`config.mk`:
```
export PLATFORM = sky130hd
export DESIGN_NAME = tmc_timer_ctrl
export DESIGN_NICKNAME = d
export VERILOG_FILES = /design/src/verilog/tmc_pkg.sv /design/src/verilog/tmc_timer_ctrl.sv
export SDC_FILE = /design/constraint.sdc
export NUM_CORES = 1
export LEC_CHECK = 0
export ABC_AREA = 0
export BUFFER_PORTS_ARGS = -buffer_cell sky130_fd_sc_hd__buf_2
export CORE_UTILIZATION = 40
export DETAILED_ROUTE_END_ITERATION = 6
export PLACE_DENSITY = 0.58
export SETUP_SLACK_MARGIN = 0.3
export SLEW_MARGIN = 20
export SYNTH_ARGS = -nofsm -noshare
export SYNTH_HDL_FRONTEND = slang
export SYNTH_SLANG_ARGS = --single-unit
```
`constraint.sdc`:
```
create_clock -name i_clk -period 2.6 [get_ports i_clk]
set_input_delay 0.13 -clock i_clk [delete_from_list [all_inputs] [get_ports i_clk]]
set_output_delay 0.13 -clock i_clk [all_outputs]
set_load 0.005 [all_outputs]
```
`src/verilog/tmc_pkg.sv`:
```
// Contract
// - timer 1 overflow sets its flag; vectoring to its service routine clears it.
// - timer 0 overflow sets its flag; vectoring to its service routine clears it.
// - timer 1 counts only while its run bit is one.
// - timer 0 counts only while its run bit is one.
// - ext irq 1 flag set by falling edge or low level on its pin.
// - ext irq 0 flag set by falling edge or low level on its pin.
// - vectoring clears ext irq flag only in edge mode; level mode follows pin.
// - ext irq 1 trigger type one selects edge, zero selects low level.
// - ext irq 0 trigger type one selects edge, zero selects low level.
// - timer 2 overflow sets its flag unless a baud select bit is one; software clears.
// - enabled trigger pin falling edge causing capture or reload sets external flag.
// - receive baud select picks timer 2 overflows, else timer 1 overflows.
// - transmit baud select picks timer 2 overflows, else timer 1 overflows.
// - trigger pin acts only with external enable and no baud use.
// - timer 2 counts while its run bit is one, else holds apart from trigger pin reloads.
// - timer 2 counter select picks count pin events, else core clock.
// - capture select captures on trigger edges; else reload on overflow and trigger edges.
// - with a baud select bit set, capture select ignored; always reload on overflow.
// - timer 1 gating set requires ext irq 1 pin high plus run bit.
// - counter mode counts input high-then-low samples; timer mode counts every cycle.
package tmc_pkg;
    localparam logic [7:0] TIMER01_CONTROL_ADDR = 8'h88;
    localparam logic [7:0] TIMER2_CONTROL_ADDR  = 8'hc8;
    localparam logic [7:0] TIMER2_RELOAD_LOW_ADDR  = 8'hca;
    localparam logic [7:0] TIMER2_RELOAD_HIGH_ADDR = 8'hcb;
    localparam logic [7:0] TIMER2_COUNT_LOW_ADDR   = 8'hcc;
    localparam logic [7:0] TIMER2_COUNT_HIGH_ADDR  = 8'hcd;
    localparam logic [7:0] REG_RESET = 8'h00;
    localparam logic [15:0] COUNT_RESET = 16'h0000;
    localparam logic [15:0] COUNT_MAX   = 16'hffff;
    // timer01_control bits
    localparam int T1_OVF_BIT = 7;
    localparam int T1_RUN_BIT = 6;
    localparam int T0_OVF_BIT = 5;
    localparam int T0_RUN_BIT = 4;
    localparam int X1_REQ_BIT = 3;
    localparam int X1_TYP_BIT = 2;
    localparam int X0_REQ_BIT = 1;
    localparam int X0_TYP_BIT = 0;
    // timer2_control bits
    localparam int T2_OVF_BIT = 7;
    localparam int T2_EXF_BIT = 6;
    localparam int RX_BAUD_BIT = 5;
    localparam int TX_BAUD_BIT = 4;
    localparam int T2_EXEN_BIT = 3;
    localparam int T2_RUN_BIT  = 2;
    localparam int T2_CNT_BIT  = 1;
    localparam int T2_CAP_BIT  = 0;

    typedef struct packed {
        logic [7:0] addr;
        logic [7:0] wdata;
        logic       wr;
        logic       rd;
        logic       bit_wr;
        logic [2:0] bit_sel;
        logic       bit_val;
    } tmc_bus_t;

    typedef struct packed {
        logic t0_vector;
        logic t1_vector;
        logic x0_vector;
        logic x1_vector;
    } tmc_vec_t;

    typedef enum logic [2:0] {
        T2_IDLE    = 3'b001,
        T2_CAPTURE = 3'b010,
        T2_RELOAD  = 3'b100
    } tmc_t2act_t;
endpackage

```
`src/verilog/tmc_timer_ctrl.sv`:
```
module tmc_timer_ctrl (
    input  wire logic             i_clk,
    input  wire logic             i_rst_n,
    input  wire tmc_pkg::tmc_bus_t i_bus,
    output logic [7:0]            o_rdata,
    input  wire tmc_pkg::tmc_vec_t i_vec,
    input  wire logic             i_t0_overflow,
    input  wire logic             i_t1_overflow,
    input  wire logic             i_timer1_gating,
    input  wire logic             i_ext_irq0_pin,
    input  wire logic             i_ext_irq1_pin,
    input  wire logic             i_timer2_trigger_pin,
    input  wire logic             i_timer2_count_pin,
    output logic                  o_t0_run,
    output logic                  o_t1_run,
    output logic                  o_rx_baud_tick,
    output logic                  o_tx_baud_tick,
    output logic [15:0]           o_timer2_count
);
    logic [7:0]  tc01_r;
    logic [7:0]  tc2_r;
    logic [15:0] t2cnt_r;
    logic [15:0] rcap_r;
    logic [7:0]  rdata_r;
    logic [2:0]  x0_sync_r;
    logic [2:0]  x1_sync_r;
    logic [2:0]  tx_sync_r;
    logic [2:0]  cp_sync_r;

    // two sync flops, third for edge detect
    always_ff @(posedge i_clk or negedge i_rst_n) begin
        if (!i_rst_n) begin
            x0_sync_r <= 3'b111;
            x1_sync_r <= 3'b111;
            tx_sync_r <= 3'b111;
            cp_sync_r <= 3'b111;
        end else begin
            x0_sync_r <= {x0_sync_r[1:0], i_ext_irq0_pin};
            x1_sync_r <= {x1_sync_r[1:0], i_ext_irq1_pin};
            tx_sync_r <= {tx_sync_r[1:0], i_timer2_trigger_pin};
            cp_sync_r <= {cp_sync_r[1:0], i_timer2_count_pin};
        end
    end

    wire x0_lvl  = x0_sync_r[1];
    wire x1_lvl  = x1_sync_r[1];
    wire x0_fall = x0_sync_r[2] & ~x0_sync_r[1];
    wire x1_fall = x1_sync_r[2] & ~x1_sync_r[1];
    wire tx_fall = tx_sync_r[2] & ~tx_sync_r[1];
    wire cp_fall = cp_sync_r[2] & ~cp_sync_r[1];

    wire wr_tc01 = i_bus.wr && (i_bus.addr == tmc_pkg::TIMER01_CONTROL_ADDR);
    wire wr_tc2  = i_bus.wr && (i_bus.addr == tmc_pkg::TIMER2_CONTROL_ADDR);
    wire wr_rl   = i_bus.wr && (i_bus.addr == tmc_pkg::TIMER2_RELOAD_LOW_ADDR);
    wire wr_rh   = i_bus.wr && (i_bus.addr == tmc_pkg::TIMER2_RELOAD_HIGH_ADDR);
    wire wr_cl   = i_bus.wr && (i_bus.addr == tmc_pkg::TIMER2_COUNT_LOW_ADDR);
    wire wr_ch   = i_bus.wr && (i_bus.addr == tmc_pkg::TIMER2_COUNT_HIGH_ADDR);
    // bit writes address tc01 at 0x88 and tc2 at 0xc8 only, bit_sel picks the bit
    wire bw_tc01 = i_bus.bit_wr && (i_bus.addr == tmc_pkg::TIMER01_CONTROL_ADDR);
    wire bw_tc2  = i_bus.bit_wr && (i_bus.addr == tmc_pkg::TIMER2_CONTROL_ADDR);

    // software image of each control register after byte or bit write
    logic [7:0] sw01;
    logic [7:0] sw2;
    logic [7:0] m01;
    logic [7:0] m2;
    always_comb begin
        m01 = 8'h00;
        m2  = 8'h00;
        sw01 = tc01_r;
        sw2  = tc2_r;
        if (wr_tc01) begin
            sw01 = i_bus.wdata;
            m01  = 8'hff;
        end else if (bw_tc01) begin
            sw01[i_bus.bit_sel] = i_bus.bit_val;
            m01[i_bus.bit_sel]  = 1'b1;
        end
        if (wr_tc2) begin
            sw2 = i_bus.wdata;
            m2  = 8'hff;
        end else if (bw_tc2) begin
            sw2[i_bus.bit_sel] = i_bus.bit_val;
            m2[i_bus.bit_sel]  = 1'b1;
        end
    end

    wire rx_baud = tc2_r[tmc_pkg::RX_BAUD_BIT];
    wire tx_baud = tc2_r[tmc_pkg::TX_BAUD_BIT];
    wire baud    = rx_baud | tx_baud;
    wire exen    = tc2_r[tmc_pkg::T2_EXEN_BIT];
    wire t2_run  = tc2_r[tmc_pkg::T2_RUN_BIT];
    wire t2_tick = t2_run & (tc2_r[tmc_pkg::T2_CNT_BIT] ? cp_fall : 1'b1);
    wire t2_ovf  = t2_tick & (t2cnt_r == tmc_pkg::COUNT_MAX);
    wire trig    = exen & ~baud & tx_fall;
    wire cap_mode = tc2_r[tmc_pkg::T2_CAP_BIT] & ~baud;

    tmc_pkg::tmc_t2act_t act;
    assign act = (trig & cap_mode)             ? tmc_pkg::T2_CAPTURE :
                 ((trig | t2_ovf) & ~cap_mode) ? tmc_pkg::T2_RELOAD :
                 tmc_pkg::T2_IDLE;

    // hardware set terms, set wins over any clear
    wire x0_edge_mode = tc01_r[tmc_pkg::X0_TYP_BIT];
    wire x1_edge_mode = tc01_r[tmc_pkg::X1_TYP_BIT];
    wire x0_set = x0_edge_mode ? x0_fall : ~x0_lvl;
    wire x1_set = x1_edge_mode ? x1_fall : ~x1_lvl;

    logic [7:0] tc01_nxt;
    logic [7:0] tc2_nxt;
    always_comb begin
        tc01_nxt = sw01;
        if (i_vec.t1_vector && !m01[tmc_pkg::T1_OVF_BIT]) tc01_nxt[tmc_pkg::T1_OVF_BIT] = 1'b0;
        if (i_vec.t0_vector && !m01[tmc_pkg::T0_OVF_BIT]) tc01_nxt[tmc_pkg::T0_OVF_BIT] = 1'b0;
        // level mode: flag tracks pin, no clear on vector
        if (!x1_edge_mode) tc01_nxt[tmc_pkg::X1_REQ_BIT] = ~x1_lvl;
        else if (i_vec.x1_vector && !m01[tmc_pkg::X1_REQ_BIT]) tc01_nxt[tmc_pkg::X1_REQ_BIT] = 1'b0;
        if (!x0_edge_mode) tc01_nxt[tmc_pkg::X0_REQ_BIT] = ~x0_lvl;
        else if (i_vec.x0_vector && !m01[tmc_pkg::X0_REQ_BIT]) tc01_nxt[tmc_pkg::X0_REQ_BIT] = 1'b0;
        if (i_t1_overflow) tc01_nxt[tmc_pkg::T1_OVF_BIT] = 1'b1;
        if (i_t0_overflow) tc01_nxt[tmc_pkg::T0_OVF_BIT] = 1'b1;
        if (x1_set) tc01_nxt[tmc_pkg::X1_REQ_BIT] = 1'b1;
        if (x0_set) tc01_nxt[tmc_pkg::X0_REQ_BIT] = 1'b1;
        tc2_nxt = sw2;
        if (t2_ovf && !baud) tc2_nxt[tmc_pkg::T2_OVF_BIT] = 1'b1;
        if (trig) tc2_nxt[tmc_pkg::T2_EXF_BIT] = 1'b1;
    end

    always_ff @(posedge i_clk or negedge i_rst_n) begin
        if (!i_rst_n) begin
            tc01_r <= tmc_pkg::REG_RESET;
            tc2_r  <= tmc_pkg::REG_RESET;
        end else begin
            tc01_r <= tc01_nxt;
            tc2_r  <= tc2_nxt;
        end
    end

    logic [15:0] t2cnt_nxt;
    logic [15:0] rcap_nxt;
    always_comb begin
        t2cnt_nxt = t2cnt_r;
        rcap_nxt  = rcap_r;
        if (wr_rl) rcap_nxt[7:0]  = i_bus.wdata;
        if (wr_rh) rcap_nxt[15:8] = i_bus.wdata;
        if (wr_cl) t2cnt_nxt[7:0]  = i_bus.wdata;
        if (wr_ch) t2cnt_nxt[15:8] = i_bus.wdata;
        if (t2_tick) t2cnt_nxt = t2cnt_r + 16'h0001;
        case (act)
            tmc_pkg::T2_CAPTURE: rcap_nxt  = t2cnt_r;
            tmc_pkg::T2_RELOAD:  t2cnt_nxt = rcap_r;
            default: ;
        endcase
    end

    always_ff @(posedge i_clk or negedge i_rst_n) begin
        if (!i_rst_n) begin
            t2cnt_r <= tmc_pkg::COUNT_RESET;
            rcap_r  <= tmc_pkg::COUNT_RESET;
        end else begin
            t2cnt_r <= t2cnt_nxt;
            rcap_r  <= rcap_nxt;
        end
    end

    logic [7:0] rmux;
    always_comb begin
        if (i_bus.addr == tmc_pkg::TIMER01_CONTROL_ADDR) rmux = tc01_r;
        else if (i_bus.addr == tmc_pkg::TIMER2_CONTROL_ADDR) rmux = tc2_r;
        else if (i_bus.addr == tmc_pkg::TIMER2_RELOAD_LOW_ADDR) rmux = rcap_r[7:0];
        else if (i_bus.addr == tmc_pkg::TIMER2_RELOAD_HIGH_ADDR) rmux = rcap_r[15:8];
        else if (i_bus.addr == tmc_pkg::TIMER2_COUNT_LOW_ADDR) rmux = t2cnt_r[7:0];
        else if (i_bus.addr == tmc_pkg::TIMER2_COUNT_HIGH_ADDR) rmux = t2cnt_r[15:8];
        else rmux = 8'h00;
    end

    always_ff @(posedge i_clk or negedge i_rst_n) begin
        if (!i_rst_n) rdata_r <= 8'h00;
        else if (i_bus.rd) rdata_r <= rmux;
        else rdata_r <= 8'h00;
    end

    assign o_rdata        = rdata_r;
    assign o_t0_run       = tc01_r[tmc_pkg::T0_RUN_BIT];
    assign o_t1_run       = tc01_r[tmc_pkg::T1_RUN_BIT] & (~i_timer1_gating | x1_lvl);
    assign o_rx_baud_tick = rx_baud ? t2_ovf : i_t1_overflow;
    assign o_tx_baud_tick = tx_baud ? t2_ovf : i_t1_overflow;
    assign o_timer2_count = t2cnt_r;
endmodule

```
Word-level counts from Yosys, hierarchy flattened
Cells that the tools add are included.
- bits in registers: 68
- output and inout bits: 28
- word-level logic and storage cells: 125
- bits of input ports: 36
- $lt $le $gt $ge: 2
- mux-type cells: 43
- bitwise operators: 22
- equal/unequal tests: 11
- $add $sub $neg: 1
- reductions and logical operators: 29
- operators by type and width (operator ; number):
    $mux W8 ; 17
    $eq A8 B8 Y1 const B ; 6
    $mux W16 ; 3
    $mux W1 ; 18
    $add A16 B1 Y16 const B ; 1
    $bwmux W8 ; 2
    $eq A16 B16 Y1 const B ; 1
    $logic_and A1 B1 Y1 ; 14
    $and A1 B1 Y1 ; 12
    $reduce_bool A3 Y1 ; 4
    $ne A5 B1 Y1 const B ; 2
    $reduce_bool A2 Y1 ; 4
    $reduce_bool A4 Y1 ; 2
    $not A1 Y1 ; 7
    $mux W3 ; 2
    $logic_not A1 Y1 ; 5
    $lt A3 B4 Y1 const B ; 1
    $demux W1 S3 ; 1
    $eq A3 B2 Y1 const B ; 1
    $eq A3 B3 Y1 const B ; 1
    $ge A3 B1 Y1 const B ; 1
    $or A1 B1 Y1 ; 3

Longest topological paths before layout
Gate-level depths: netlist of the first run.
- word-level depth: 11
- gate-level depth with buffers: 7
- depth with buffers taken out: 6

Worst setup path before layout of the first run
Ideal clock, no wire load.
- path type: reg-to-reg
- start: register t2cnt_r[1] (netlist: o_timer2_count[1])
- end: register t2cnt_r[6] (netlist: o_timer2_count[6])
- arrival time: 1.836 ns
- cell stages (with the launch flop): 8
- library setup time: 0.126 ns
- required time: 2.474 ns
- path buffers: 1
- setup slack: 0.638 ns
- period minus slack after synthesis: 1.962 ns
- path through: dfrtp_1 -> ha_1 -> inv_1 -> nor4_2 -> a31o_2 -> buf_6 -> a2111oi_0 -> a221o_1
- longest elaborated chain between the ends: 8
- elaborated cells on any way between the ends: 11
- those cells by class: add/sub: 1; eq/ne: 2; mux: 4; bitwise: 3; reduce/logical: 1
- ends and longest elaborated chain (item ; RTL line ; text):
    from (decl) ; tmc_timer_ctrl.sv:22 ; logic [15:0] t2cnt_r;
    from (signal assigned) ; tmc_timer_ctrl.sv:158 ; t2cnt_r <= tmc_pkg::COUNT_RESET;
    from (signal assigned) ; tmc_timer_ctrl.sv:161 ; t2cnt_r <= t2cnt_nxt;
    $eq A16 B16 Y1 ; tmc_timer_ctrl.sv:94 ; wire t2_ovf = t2_tick & (t2cnt_r == tmc_pkg::COUNT_MAX);
    $and A1 B1 Y1 ; tmc_timer_ctrl.sv:94 ;
    $or A1 B1 Y1 ; tmc_timer_ctrl.sv:100 ; ((trig | t2_ovf) & ~cap_mode) ? tmc_pkg::T2_RELOAD :
    $and A1 B1 Y1 ; tmc_timer_ctrl.sv:100 ;
    $mux W3 ; tmc_timer_ctrl.sv:100 ;
    $mux W3 ; tmc_timer_ctrl.sv:99 ; assign act = (trig & cap_mode) ? tmc_pkg::T2_CAPTURE :
    $eq A3 B3 Y1 ; tmc_timer_ctrl.sv:149 ; case (act)
    $reduce_bool A3 Y1 (no source line) or $mux W16 (tied branches) ; -- ;
Parallel ways exist; a longest one is shown, timed or not.
A chain may end at the register's enable or synchronous reset.

Final worst setup path of the first run
- start: register t2cnt_r[9] (netlist: o_timer2_count[9])
- end: output port o_rx_baud_tick
- longest elaborated chain between the ends: 3
- ends and longest elaborated chain (item ; RTL line ; text):
    $eq A16 B16 Y1 ; tmc_timer_ctrl.sv:94 ;
    $and A1 B1 Y1 ; tmc_timer_ctrl.sv:94 ;
    $mux W1 ; tmc_timer_ctrl.sv:186 ; assign o_rx_baud_tick = rx_baud ? t2_ovf : i_t1_overflow;
    to (decl) ; tmc_timer_ctrl.sv:16 ; output logic o_rx_baud_tick,
Every way passes these cells.

==> results of run 1 <==
-- repair_timing --
item                                    in CTS  in global routing
hold buffers                                 6                  0
endpoints found under the setup margin       0                 12
endpoints found under the hold margin       21                  0
gates resized for setup                      0                  5
-- flip-flops by register name (all words and copies together) (netlist names) --
register and cells:
o_timer2_count 16, rcap_r 16, o_rdata 8, tc01_r 8, tc2_r 8, cp_sync_r 3, tx_sync_r 3, x0_sync_r 3
x1_sync_r 3
-- cell type report --
cell class | count | area, um^2 | area share (%)
multi-input combinational | 324 | 2207 | 44.79
clock inverter | 6 | 111.4 | 2.260
clock buffer | 10 | 137.6 | 2.793
tap | 133 | 166.4 | 3.377
timing repair buffer | 89 | 538.0 | 10.92
sequential | 68 | 1718 | 34.87
inverter | 13 | 48.80 | 0.9903
-- worst paths after layout --
kind | start | end | depth (start not counted)
hold reg to reg | tx_sync_r[0]$_DFF_PN1_ | tx_sync_r[1]$_DFF_PN1_ | 0
max in group asynchronous | i_rst_n | tx_sync_r[2]$_DFF_PN1_ | 3
min in group asynchronous | i_rst_n | o_timer2_count[13]$_DFFE_PN0P_ | 2
hold / removal | i_t1_overflow | tc01_r[7]$_DFFE_PN0P_ | 3
setup / recovery | o_timer2_count[9]$_DFFE_PN0P_ | o_rx_baud_tick | 5
setup reg to reg | cp_sync_r[1]$_DFF_PN1_ | o_timer2_count[4]$_DFFE_PN0P_ | 6
-- through the flow --
step	instance area (um^2)	worst slack, ps
2_1_floorplan	4076	638.4
3_3_place_gp	4587	446.1
4_1_cts	4896	354.3
5_1_grt	4927	278.4
6_report	4927	415.5
3_5_place_dp	4587	356.0
-- worst register-to-register path: cells and delay by family, from the launching register on --
kind                   cells  cell delay [ps]
flip-flops                 1              540
buffers and inverters      1              200
AND/OR/NAND/NOR            1              190
AO/OA/AOI/OAI              4             1150
-- layout by cell type (no fill, tap or decap), types with 11 or more instances in the layout --
master     n
buf_2     63
dfrtp_1   55
nor2_1    53
a21oi_1   33
mux2i_1   26
nand2_1   24
a22oi_1   20
buf_4     19
o21ai_0   15
inv_1     13
nor2b_1   12
dfstp_2   12
a221oi_1  11
-- per-layer routing --
| metal | vias up | global-route usage [%] |
|---|---|---|
| li1 | 1775 | - |
| met5 | - | 0 |
| met3 | 23 | 3.390 |
| met1 | 1919 | 37.55 |
| met4 | 0 | 9.534 |
| met2 | 171 | 40.56 |
-- logic make-up (layout without fill, tap and decap cells) --
logic type,Yosys count,after routing
and+or+nand+nor,150,150
AOI/OAI and AO/OA,136,136
DFF,68,68
buffers and inverters,41,118
muxes,28,28
xor gates and xnor gates,9,9
adders and majority gates,1,1
-- power by group through the flow --
stage / Sequential (uW) / Combinational [uW] / Clock, uW
2_1_floorplan: 1400 / 505 / 0
3_3_place_gp: 1460 / 843 / 0
3_5_place_dp: 1460 / 853 / 0
4_1_cts: 1440 / 862 / 1120
5_1_grt: 1480 / 953 / 1170
6_report: 1450 / 874 / 1110
==> results.py, run 1 <==
metrics = {
    "run": {
        "maxCapViolations": 0,
    },
    "drt": {
        "finalWirelength_um": 13110,
        "ant_nets": 0,
        "wl_met2_um": 6263,
        "vias": 3888,
        "first_pass_iters": 5,
        "wl_per_cell_um": 20.38,
        "dr.max_layer_used": "met4",
        "route.met3.wl_um": 821,
        "drt_iter0_markers": 410,
        "m1WireLength_um": 5823,
        "vias_per_cell": 6.047,
        "drc": 0,
    },
    "synthesis": {
        "synth-compound-area-share_pct": 23.60,
        "synthFlopType": "dfrtp_1",
        "async_reset_ff_share_pct": 100.0,
        "syn_area_per_cell_um2": 9.414,
        "syn-num-nets": 470,
        "synth.most_common_cell": "dfrtp_1",
        "synthMuxAreaShare_pct": 6.937,
        "synth_top_family_by_area": "compound AO/OA/AOI/OAI gates",
        "yosys.area_share.simple_pct": 20.47,
        "synth_top_cell_area_share_pct": 34.38,
        "synth-seq-area-share_pct": 42.11,
        "synthTopCellsByCount": "56 x dfrtp_1, 53 x nor2_1, 33 x a21oi_1",
        "synthDistinctLibCells": 60,
        "synth.largest_area_cell": "dfrtp_1",
        "synth_area_um2": 4076,
        "yosys-top-cells-area": "dfrtp_1 34%, dfstp_2 7.7%, mux2i_1 6.4%",
        "synth_fa_ha_area_share_pct": 0.3069,
        "ys_warn_count": 0,
        "syn_inst": 433,
        "synth_edf_count": 0,
        "synth-xor-area-share_pct": 1.934,
        "ys_ff_latch": 68,
    },
    "floorplanning": {
        "die_area_um2": 10600,
        "die_w_um": 103.0,
        "rows": 36,
        "die_h_um": 103.0,
        "start_util_pct": 41.51,
        "core_um2": 9819,
        "io_pins": 64,
    },
    "timing": {
        "slew_violations": 0,
        "rsz0062_at_grt": "false",
        "tightestPinTransition_ps": 790.4,
        "maxSlewHeadroom_pct": 47.06,
        "setup_viol": 0,
        "hold_ws_ps": 21.94,
        "finalCritPeriodShare_pct": 84.02,
        "fin_crit_ps": 2185,
        "clock-skew-final_ps": 20.25,
        "fin_tns_setup_ps": 0,
        "hold_viol": 0,
        "fmax_mhz": 457.8,
    },
    "final_layout": {
        "final_core_util_pct": 50.18,
        "instances_no_fill": 643,
        "nNetsFinal": 542,
        "fillers": 970,
        "layout-drive-gt1-share_pct": 25.88,
        "synthToLayoutAreaGrowth_pct": 20.87,
        "diodes": 0,
    },
    "critical_path": {
        "path_delay_family": "simple AND/OR/NAND/NOR gates",
        "worstPathRequired_ps": 2470,
        "cp_num_buf_inv": 1,
        "worstSetupPathType": "reg -> out",
        "slowest_delay_ps": 510,
        "start_kind": "flop",
        "slowest_stage": "dfrtp_1",
        "crit_chain": "nand4_2 > nor4_4 > and3_2 > mux2_2 > buf_2",
        "cp_max_fo": 8,
        "rrSetupSlack_ps": 430,
        "worstPathArrival_ps": 2050,
        "endpoint_kind": "primary output",
    },
    "place": {
        "dp.cells": 621,
        "numPortBuffers": 63,
        "dp_hpwl_um": 9412,
        "place_congestion": 0.9172,
    },
    "clock_tree": {
        "cts_tree": "yes",
        "cts-htree-levels": 3,
        "path_clk_slew_ps": 70,
        "cts-buffers-inserted": 9,
        "cts_buffer_depth": 2,
        "clock-sinks": 68,
        "post_cts_buffers": 0,
        "ctsRootBufferMaster": "clkbuf_8",
        "clk_latency_ps": 360,
    },
    "outcome": {
        "status": "complete, no violations",
    },
    "grt": {
        "track_usage_pct": 26.21,
        "antenna_found_initial": 0,
        "grt_pass1_wl_um": 20460,
        "grt_max_degree": 35,
        "grt_overflow": 0,
        "grt_pass1_vias": 3609,
    },
    "power_and_ir_drop": {
        "power.density_nw_per_um2": 696.6,
        "clkPwrFrac_pct": 32.2,
        "p_sw_uw": 1150,
        "p_total_uw": 3432,
        "switching_share_pct": 33.50,
        "pwr-share-seq_pct": 42.3,
        "p_leak_uw": 0.002023,
        "p_int_uw": 2282,
        "p_comb_share_pct": 25.5,
        "peakVddDrop_mv": 0.3907,
    },
    "min_path": {
        "holdCritPathClass": "in -> reg",
    },
}
Note: power is estimated with default switching activity, not from simulation.
==> inputs of run 2 (changes only) <==
--- a/config.mk
+++ b/config.mk
@@ -5,11 +5,11 @@
 export SDC_FILE = /design/constraint.sdc
 export NUM_CORES = 1
 export LEC_CHECK = 0
-export ABC_AREA = 0
+export ABC_AREA = 1
 export BUFFER_PORTS_ARGS = -buffer_cell sky130_fd_sc_hd__buf_2
 export CORE_UTILIZATION = 40
 export DETAILED_ROUTE_END_ITERATION = 6
-export PLACE_DENSITY = 0.58
+export PLACE_DENSITY = 0.57
 export SETUP_SLACK_MARGIN = 0.3
 export SLEW_MARGIN = 20
 export SYNTH_ARGS = -nofsm -noshare
==> constraint.sdc (replaced) <==
create_clock -name i_clk -period 2.15 [get_ports i_clk]
set_input_delay 0.1075 -clock i_clk [delete_from_list [all_inputs] [get_ports i_clk]]
set_output_delay 0.1075 -clock i_clk [all_outputs]
set_load 0.005 [all_outputs]
==> run 2 against run 1 <==
Against the previous run:
- power grew 54%
- critical endpoint is now o_timer2_count[7]$_DFFE_PN0P_
- critical path type is now reg -> reg
- non-clock buffer count grew 10
- critical path depth grew 5
- register-to-register slack lost 90 ps
- clock-buffer cell count shrank 1
==> results.py, run 2 <==
metrics = {
    "timing": {
        "fin_tns_setup_ps": 0,
        "slew_violations": 0,
        "fin_crit_ps": 1814,
        "setup_viol": 0,
        "rsz0062_at_grt": "true",
        "tightestPinTransition_ps": 591.5,
        "postLayoutSetupSlackWorst_ps": 336.3,
        "finalCritPeriodShare_pct": 84.36,
        "fmax_mhz": 551.3,
        "hold_viol": 0,
        "clock-skew-final_ps": 4.302,
        "maxSlewHeadroom_pct": 60.35,
    },
    "floorplanning": {
        "rows": 38,
        "die_area_um2": 11880,
        "core_um2": 10980,
        "die_w_um": 109.0,
        "start_util_pct": 41.70,
        "die_h_um": 109.0,
        "io_pins": 64,
    },
    "synthesis": {
        "syn-num-nets": 698,
        "synth.largest_area_cell": "dfrtp_1",
        "async_reset_ff_share_pct": 100.0,
        "ys_ff_latch": 68,
        "synth_top_cell_area_share_pct": 30.60,
        "yosys-top-cells-area": "dfrtp_1 31%, nand2_1 16%, nand3_1 7.8%",
        "synthFlopType": "dfrtp_1",
        "synth-seq-area-share_pct": 37.49,
        "syn_inst": 661,
        "ys_warn_count": 0,
        "syn_area_per_cell_um2": 6.928,
        "synth_edf_count": 0,
        "synthTopCellsByCount": "192 x nand2_1, 83 x inv_1, 71 x nand3_1",
        "synth_area_um2": 4579,
        "synth.most_common_cell": "nand2_1",
        "synthDistinctLibCells": 41,
    },
    "drt": {
        "ant_nets": 0,
        "finalWirelength_um": 15040,
        "vias_per_cell": 5.390,
        "wl_per_cell_um": 16.74,
        "drc": 0,
        "drt_iter0_markers": 457,
        "vias": 4840,
        "first_pass_iters": 6,
    },
    "grt": {
        "grt_max_degree": 69,
        "gr-usage-met3_pct": 4.124,
        "use_met2_pct": 45.82,
        "grt_overflow": 0,
        "track_usage_pct": 26.56,
        "grt_pass1_wl_um": 23470,
        "grt_pass1_vias": 4552,
        "met1_usage_pct": 33.25,
        "grt.busiest_layer": "met2",
        "antenna_found_initial": 0,
    },
    "power_and_ir_drop": {
        "power.density_nw_per_um2": 932.6,
        "peakVddDrop_mv": 0.5516,
        "p_leak_uw": 0.002909,
    },
    "final_layout": {
        "synthToLayoutAreaGrowth_pct": 23.83,
        "nNetsFinal": 790,
        "diodes": 0,
        "final_common_cell": "nand2_1",
        "fillers": 1108,
        "layout-drive-gt1-share_pct": 25.07,
        "final_cell_mix": "190 x nand2_1, 82 x inv_1, 71 x nand3_1",
    },
    "critical_path": {
        "worstPathRequired_ps": 2380,
        "endpoint": "o_timer2_count[7]$_DFFE_PN0P_",
        "worstSetupPathType": "reg -> reg",
        "endpoint_kind": "flop",
        "cp_max_fo": 7,
        "r2r_cells": 10,
        "worstPathArrival_ps": 2040,
        "rrSetupSlack_ps": 340,
        "worstReg2RegEnd": "o_timer2_count[7]$_DFFE_PN0P_",
        "start_kind": "flop",
        "critPathLaunch": "cp_sync_r[2]$_DFF_PN1_",
        "r2r_start": "cp_sync_r[2]$_DFF_PN1_",
    },
    "clock_tree": {
        "clock-sinks": 68,
        "cts_tree": "yes",
        "cts-buffers-inserted": 9,
        "ctsRootBufferMaster": "clkbuf_16",
        "cts-htree-levels": 3,
        "path_clk_slew_ps": 60,
        "cts_buffer_depth": 2,
        "clk_latency_ps": 330,
    },
    "min_path": {
        "holdCritPathClass": "in -> reg",
    },
    "outcome": {
        "status": "complete, no violations",
    },
    "place": {
        "numPortBuffers": 63,
        "pre_cts_slack_ps": 244.6,
        "dp_hpwl_um": 11140,
        "place_congestion": 0.9761,
    },
    "run": {
        "maxCapViolations": 0,
    },
}
-- run 2: worst max-delay path, stage by stage, from the launching register on --
cell and delay [ps]:
dfstp_2 520, nand2_2 60, a21oi_4 290, clkinvlp_4 260, buf_6 190, nand2_1 70, nand2_1 60, nand2_1 50
nand2_1 80, nand2_1 90, nand2_1 50
-- run 2: what timing repair did --
action / CTS / global route
cloned: 0 / 1
endpoints found under the setup margin: 18 / 24
endpoints found under the hold margin: 60 / 0
pin swaps: 0 / 7
gates resized for setup: 8 / 18
hold buffers: 5 / 0
setup buffers: 0 / 16
-- run 2: stage by stage --
step	power (uW)	std cells	cell area [um^2]	hold slack [ps]	utilization [%]
after floorplan	2690	661	4579	-188.1	-
after global placement	3447	860	5081	157.9	46.26
after detailed placement	3461	860	5081	163.7	46.26
after CTS	5117	881	5470	37.87	49.81
after global routing	5569	898	5670	79.77	51.63
final	5288	898	5670	44.50	51.63
-- run 2: metal layers --
layer	up-vias	routed length [um]
li1	2323	-
met1	2232	6058
met2	251	7425
met3	34	1090
met4	0	461
met5	-	0
-- run 2: worst min-delay path by stage --
stage | to | startpoint | cells past startpoint
after CTS | tc01_r[5]$_DFFE_PN0P_ | i_t0_overflow | 4
after floorplan | o_rdata[0]$_DFF_PN0_ | i_rst_n | 0
after global routing | tc01_r[5]$_DFFE_PN0P_ | i_t0_overflow | 4
after global placement | tc01_r[0]$_DFFE_PN0P_ | i_rst_n | 2
after detailed placement | tc01_r[0]$_DFFE_PN0P_ | i_rst_n | 2
final | tc01_r[5]$_DFFE_PN0P_ | i_t0_overflow | 4
-- run 2: cell families after synthesis --
| family | count (synthesis) | share of synthesized area (%) |
|---|---|---|
| adders and majority gates | 1 | 0.2732 |
| AOI/OAI and AO/OA | 110 | 14.07 |
| buffers and inverters | 109 | 9.863 |
| xor gates and xnor gates | 2 | 0.3826 |
| and+or+nand+nor | 371 | 37.92 |
| DFF | 68 | 37.49 |
-- run 2: report_power, final --
| group | internal (uW) | leakage (uW) | switching, uW | total [uW] |
|---|---|---|---|---|
| Clock | 1020 | 0.000160 | 603 | 1630 |
| Sequential | 1510 | 0.000814 | 265 | 1770 |
| Combinational | 752 | 0.00194 | 1140 | 1890 |
-- run 2: final cells by class --
type                    instances  area [um^2]  share of cell area [%]
clock buffers                   9        225.2                   3.972
multi-input cells             485         2470                   43.56
inverters                      90        344.1                   6.068
repair buffers                 99        634.4                   11.19
flip-flops and latches         68         1722                   30.36
well taps                     140        175.2                   3.089
clock inverters                 7        100.1                   1.765
==> inputs of run 3 (changes only) <==
--- a/config.mk
+++ b/config.mk
@@ -5,11 +5,11 @@
 export SDC_FILE = /design/constraint.sdc
 export NUM_CORES = 1
 export LEC_CHECK = 0
-export ABC_AREA = 1
+export ABC_AREA = 0
 export BUFFER_PORTS_ARGS = -buffer_cell sky130_fd_sc_hd__buf_2
 export CORE_UTILIZATION = 40
 export DETAILED_ROUTE_END_ITERATION = 6
-export PLACE_DENSITY = 0.57
+export PLACE_DENSITY = 0.58
 export SETUP_SLACK_MARGIN = 0.3
 export SLEW_MARGIN = 20
 export SYNTH_ARGS = -nofsm -noshare
==> constraint.sdc (replaced) <==
create_clock -name i_clk -period 1.8 [get_ports i_clk]
set_input_delay 0.09 -clock i_clk [delete_from_list [all_inputs] [get_ports i_clk]]
set_output_delay 0.09 -clock i_clk [all_outputs]
set_load 0.005 [all_outputs]
==> run 3 against run 2 <==
Against the previous run:
- the run now ends with negative setup slack left
- core utilization is 7.6 points higher
- final cell count fell by 22%
- via count down 15%
- clock power up 5%
- critical path type unchanged
- critical endpoint is now o_timer2_count[1]$_DFFE_PN0P_
- largest power group is now sequential cells
==> results.py, run 3 (synthesized netlist as in run 1, its figures left out) <==
metrics = {
    "outcome": {
        "status": "complete, but fails checks",
        "violations": "negative setup slack",
    },
    "critical_path": {
        "worstPathArrival_ps": 2150,
        "crit_chain": "nand3b_1 > nor4_4 > buf_4 > a311oi_4 > buf_4 > nor3_1 > a221o_1",
        "endpoint_kind": "flop",
        "worstSetupPathType": "reg -> reg",
        "worstPathRequired_ps": 2040,
        "worstReg2RegEnd": "o_timer2_count[1]$_DFFE_PN0P_",
        "crit_top_cell": "buf_4",
        "start_kind": "flop",
        "path_delay_family": "compound AO/OA/AOI/OAI gates",
        "cp_max_fo": 10,
        "rrSetupSlack_ps": -110,
        "slowest_delay_ps": 530,
        "slowest_stage": "dfstp_2",
        "cp_num_buf_inv": 2,
        "cp_num_cells": 7,
        "r2r_start": "tx_sync_r[1]$_DFF_PN1_",
        "r2r_cells": 7,
    },
    "drt": {
        "wl_per_cell_um": 20.26,
        "vias": 4117,
        "first_pass_iters": 5,
        "finalWirelength_um": 14180,
        "drt_iter0_markers": 330,
        "ant_nets": 0,
        "vias_per_cell": 5.881,
        "drc": 0,
    },
    "grt": {
        "antenna_found_initial": 0,
        "grt_max_degree": 33,
        "track_usage_pct": 27.52,
        "grt_pass1_wl_um": 21240,
        "grt_pass1_vias": 3903,
        "grt_overflow": 0,
    },
    "timing": {
        "slew_violations": 0,
        "clock-skew-final_ps": 13.60,
        "tightestPinTransition_ps": 673.2,
        "rsz0062_at_grt": "true",
        "fin_crit_ps": 1907,
        "maxSlewHeadroom_pct": 54.93,
        "postLayoutSetupSlackWorst_ps": -106.5,
        "hold_ws_ps": 29.45,
        "finalCritPeriodShare_pct": 105.9,
        "fmax_mhz": 524.5,
        "hold_viol": 0,
        "setup_viol": 15,
    },
    "place": {
        "numPortBuffers": 63,
        "dp_hpwl_um": 10060,
        "place_congestion": 0.9301,
        "dpl-instance-area_um2": 5032,
    },
    "final_layout": {
        "design_area_um2": 5818,
        "diodes": 0,
        "final_cell_mix": "61 x buf_2, 59 x buf_4, 54 x dfrtp_1",
        "synthToLayoutAreaGrowth_pct": 42.73,
        "layout-drive-gt1-share_pct": 38.45,
        "final_common_cell": "buf_2",
        "nNetsFinal": 599,
    },
    "floorplanning": {
        "start_util_pct": 41.51,
        "core_um2": 9819,
        "rows": 36,
        "die_h_um": 103.0,
        "die_w_um": 103.0,
        "io_pins": 64,
        "die_area_um2": 10600,
    },
    "clock_tree": {
        "cts-htree-levels": 3,
        "cts_tree": "yes",
        "clk_latency_ps": 360,
        "cts-buffers-inserted": 9,
        "path_clk_slew_ps": 80,
        "cts_buffer_depth": 2,
        "clock-sinks": 68,
        "ctsRootBufferMaster": "clkbuf_8",
    },
    "power_and_ir_drop": {
        "p_leak_uw": 0.002434,
        "power.density_nw_per_um2": 960.2,
        "peakVddDrop_mv": 0.5545,
        "p_total_uw": 5587,
    },
    "run": {
        "maxCapViolations": 0,
    },
    "min_path": {
        "worstHoldPathCells": 2,
        "worstHoldEndpoint": "o_rdata[7]$_DFF_PN0_",
        "min_from": "i_bus[5]",
        "holdCritPathClass": "in -> reg",
    },
}
run 3: cell count changes in the layout (fill, tap and decap cells not counted), sizes merged, moves of 8 or more:
cell / delta
a2111oi: +10
a221o: +8
a221oi: +11
a22oi: +12
buf: +44
inv: -76
mux2i: +26
nand2: -188
nand3: -65
nor2: -12
nor2b: +12
o21ai: -52
run 3: power by group:
part,switching (uW),internal [uW]
sequential,216,1770
clock,639,1070
combinational,1020,875
total,1880,3710
run 3: layout make-up:
type	count	area, um^2
clock inverter	6	137.6
inverter	13	51.30
timing repair buffer	146	1127
clock buffer	10	127.6
tap	133	166.4
multi-input combinational	324	2489
sequential	68	1719
fill	878	4001
run 3: how the worst max path moves through the flow:
stage	from	end	slack (ps)
4_1_cts	tx_sync_r[1]$_DFF_PN1_	o_timer2_count[1]$_DFFE_PN0P_	-90
2_1_floorplan	o_timer2_count[1]$_DFFE_PN0P_	o_timer2_count[6]$_DFFE_PN0P_	60
3_3_place_gp	tx_sync_r[2]$_DFF_PN1_	o_timer2_count[8]$_DFFE_PN0P_	-60
6_report	tx_sync_r[1]$_DFF_PN1_	o_timer2_count[1]$_DFFE_PN0P_	-110
3_5_place_dp	tx_sync_r[2]$_DFF_PN1_	o_timer2_count[8]$_DFFE_PN0P_	-120
5_1_grt	tx_sync_r[1]$_DFF_PN1_	o_timer2_count[1]$_DFFE_PN0P_	-170
run 3: per-layer routing:
layer / GRT usage, % / up-vias / share of wire [%] / wire (um)
li1: - / 1899 / - / -
met1: 38.24 / 2003 / 44 / 6178
met2: 44.77 / 172 / 47 / 6708
met3: 2.644 / 43 / 5.9 / 831
met4: 9.859 / 0 / 3.3 / 463
met5: 0 / - / 0 / 0
run 3: timing repair:
action,4_1_cts,5_1_grt
buffers inserted,10,4
cloned,1,1
setup endpoints to repair,33,38
hold endpoints to repair,23,0
pin swaps,6,6
hold buffers,7,0
resized for setup,37,20
run 3: per-stage QoR:
step	instances	TNS, ps	utilization, %	setup slack [ps]
floorplan	433	0	-	61.64
global placement	661	-170.7	51.25	-63.06
detailed placement	661	-330.8	51.25	-122.9
CTS	695	-873.6	57.45	-89.18
global route	700	-2118	59.25	-166.8
finish	700	-792.8	59.25	-106.5
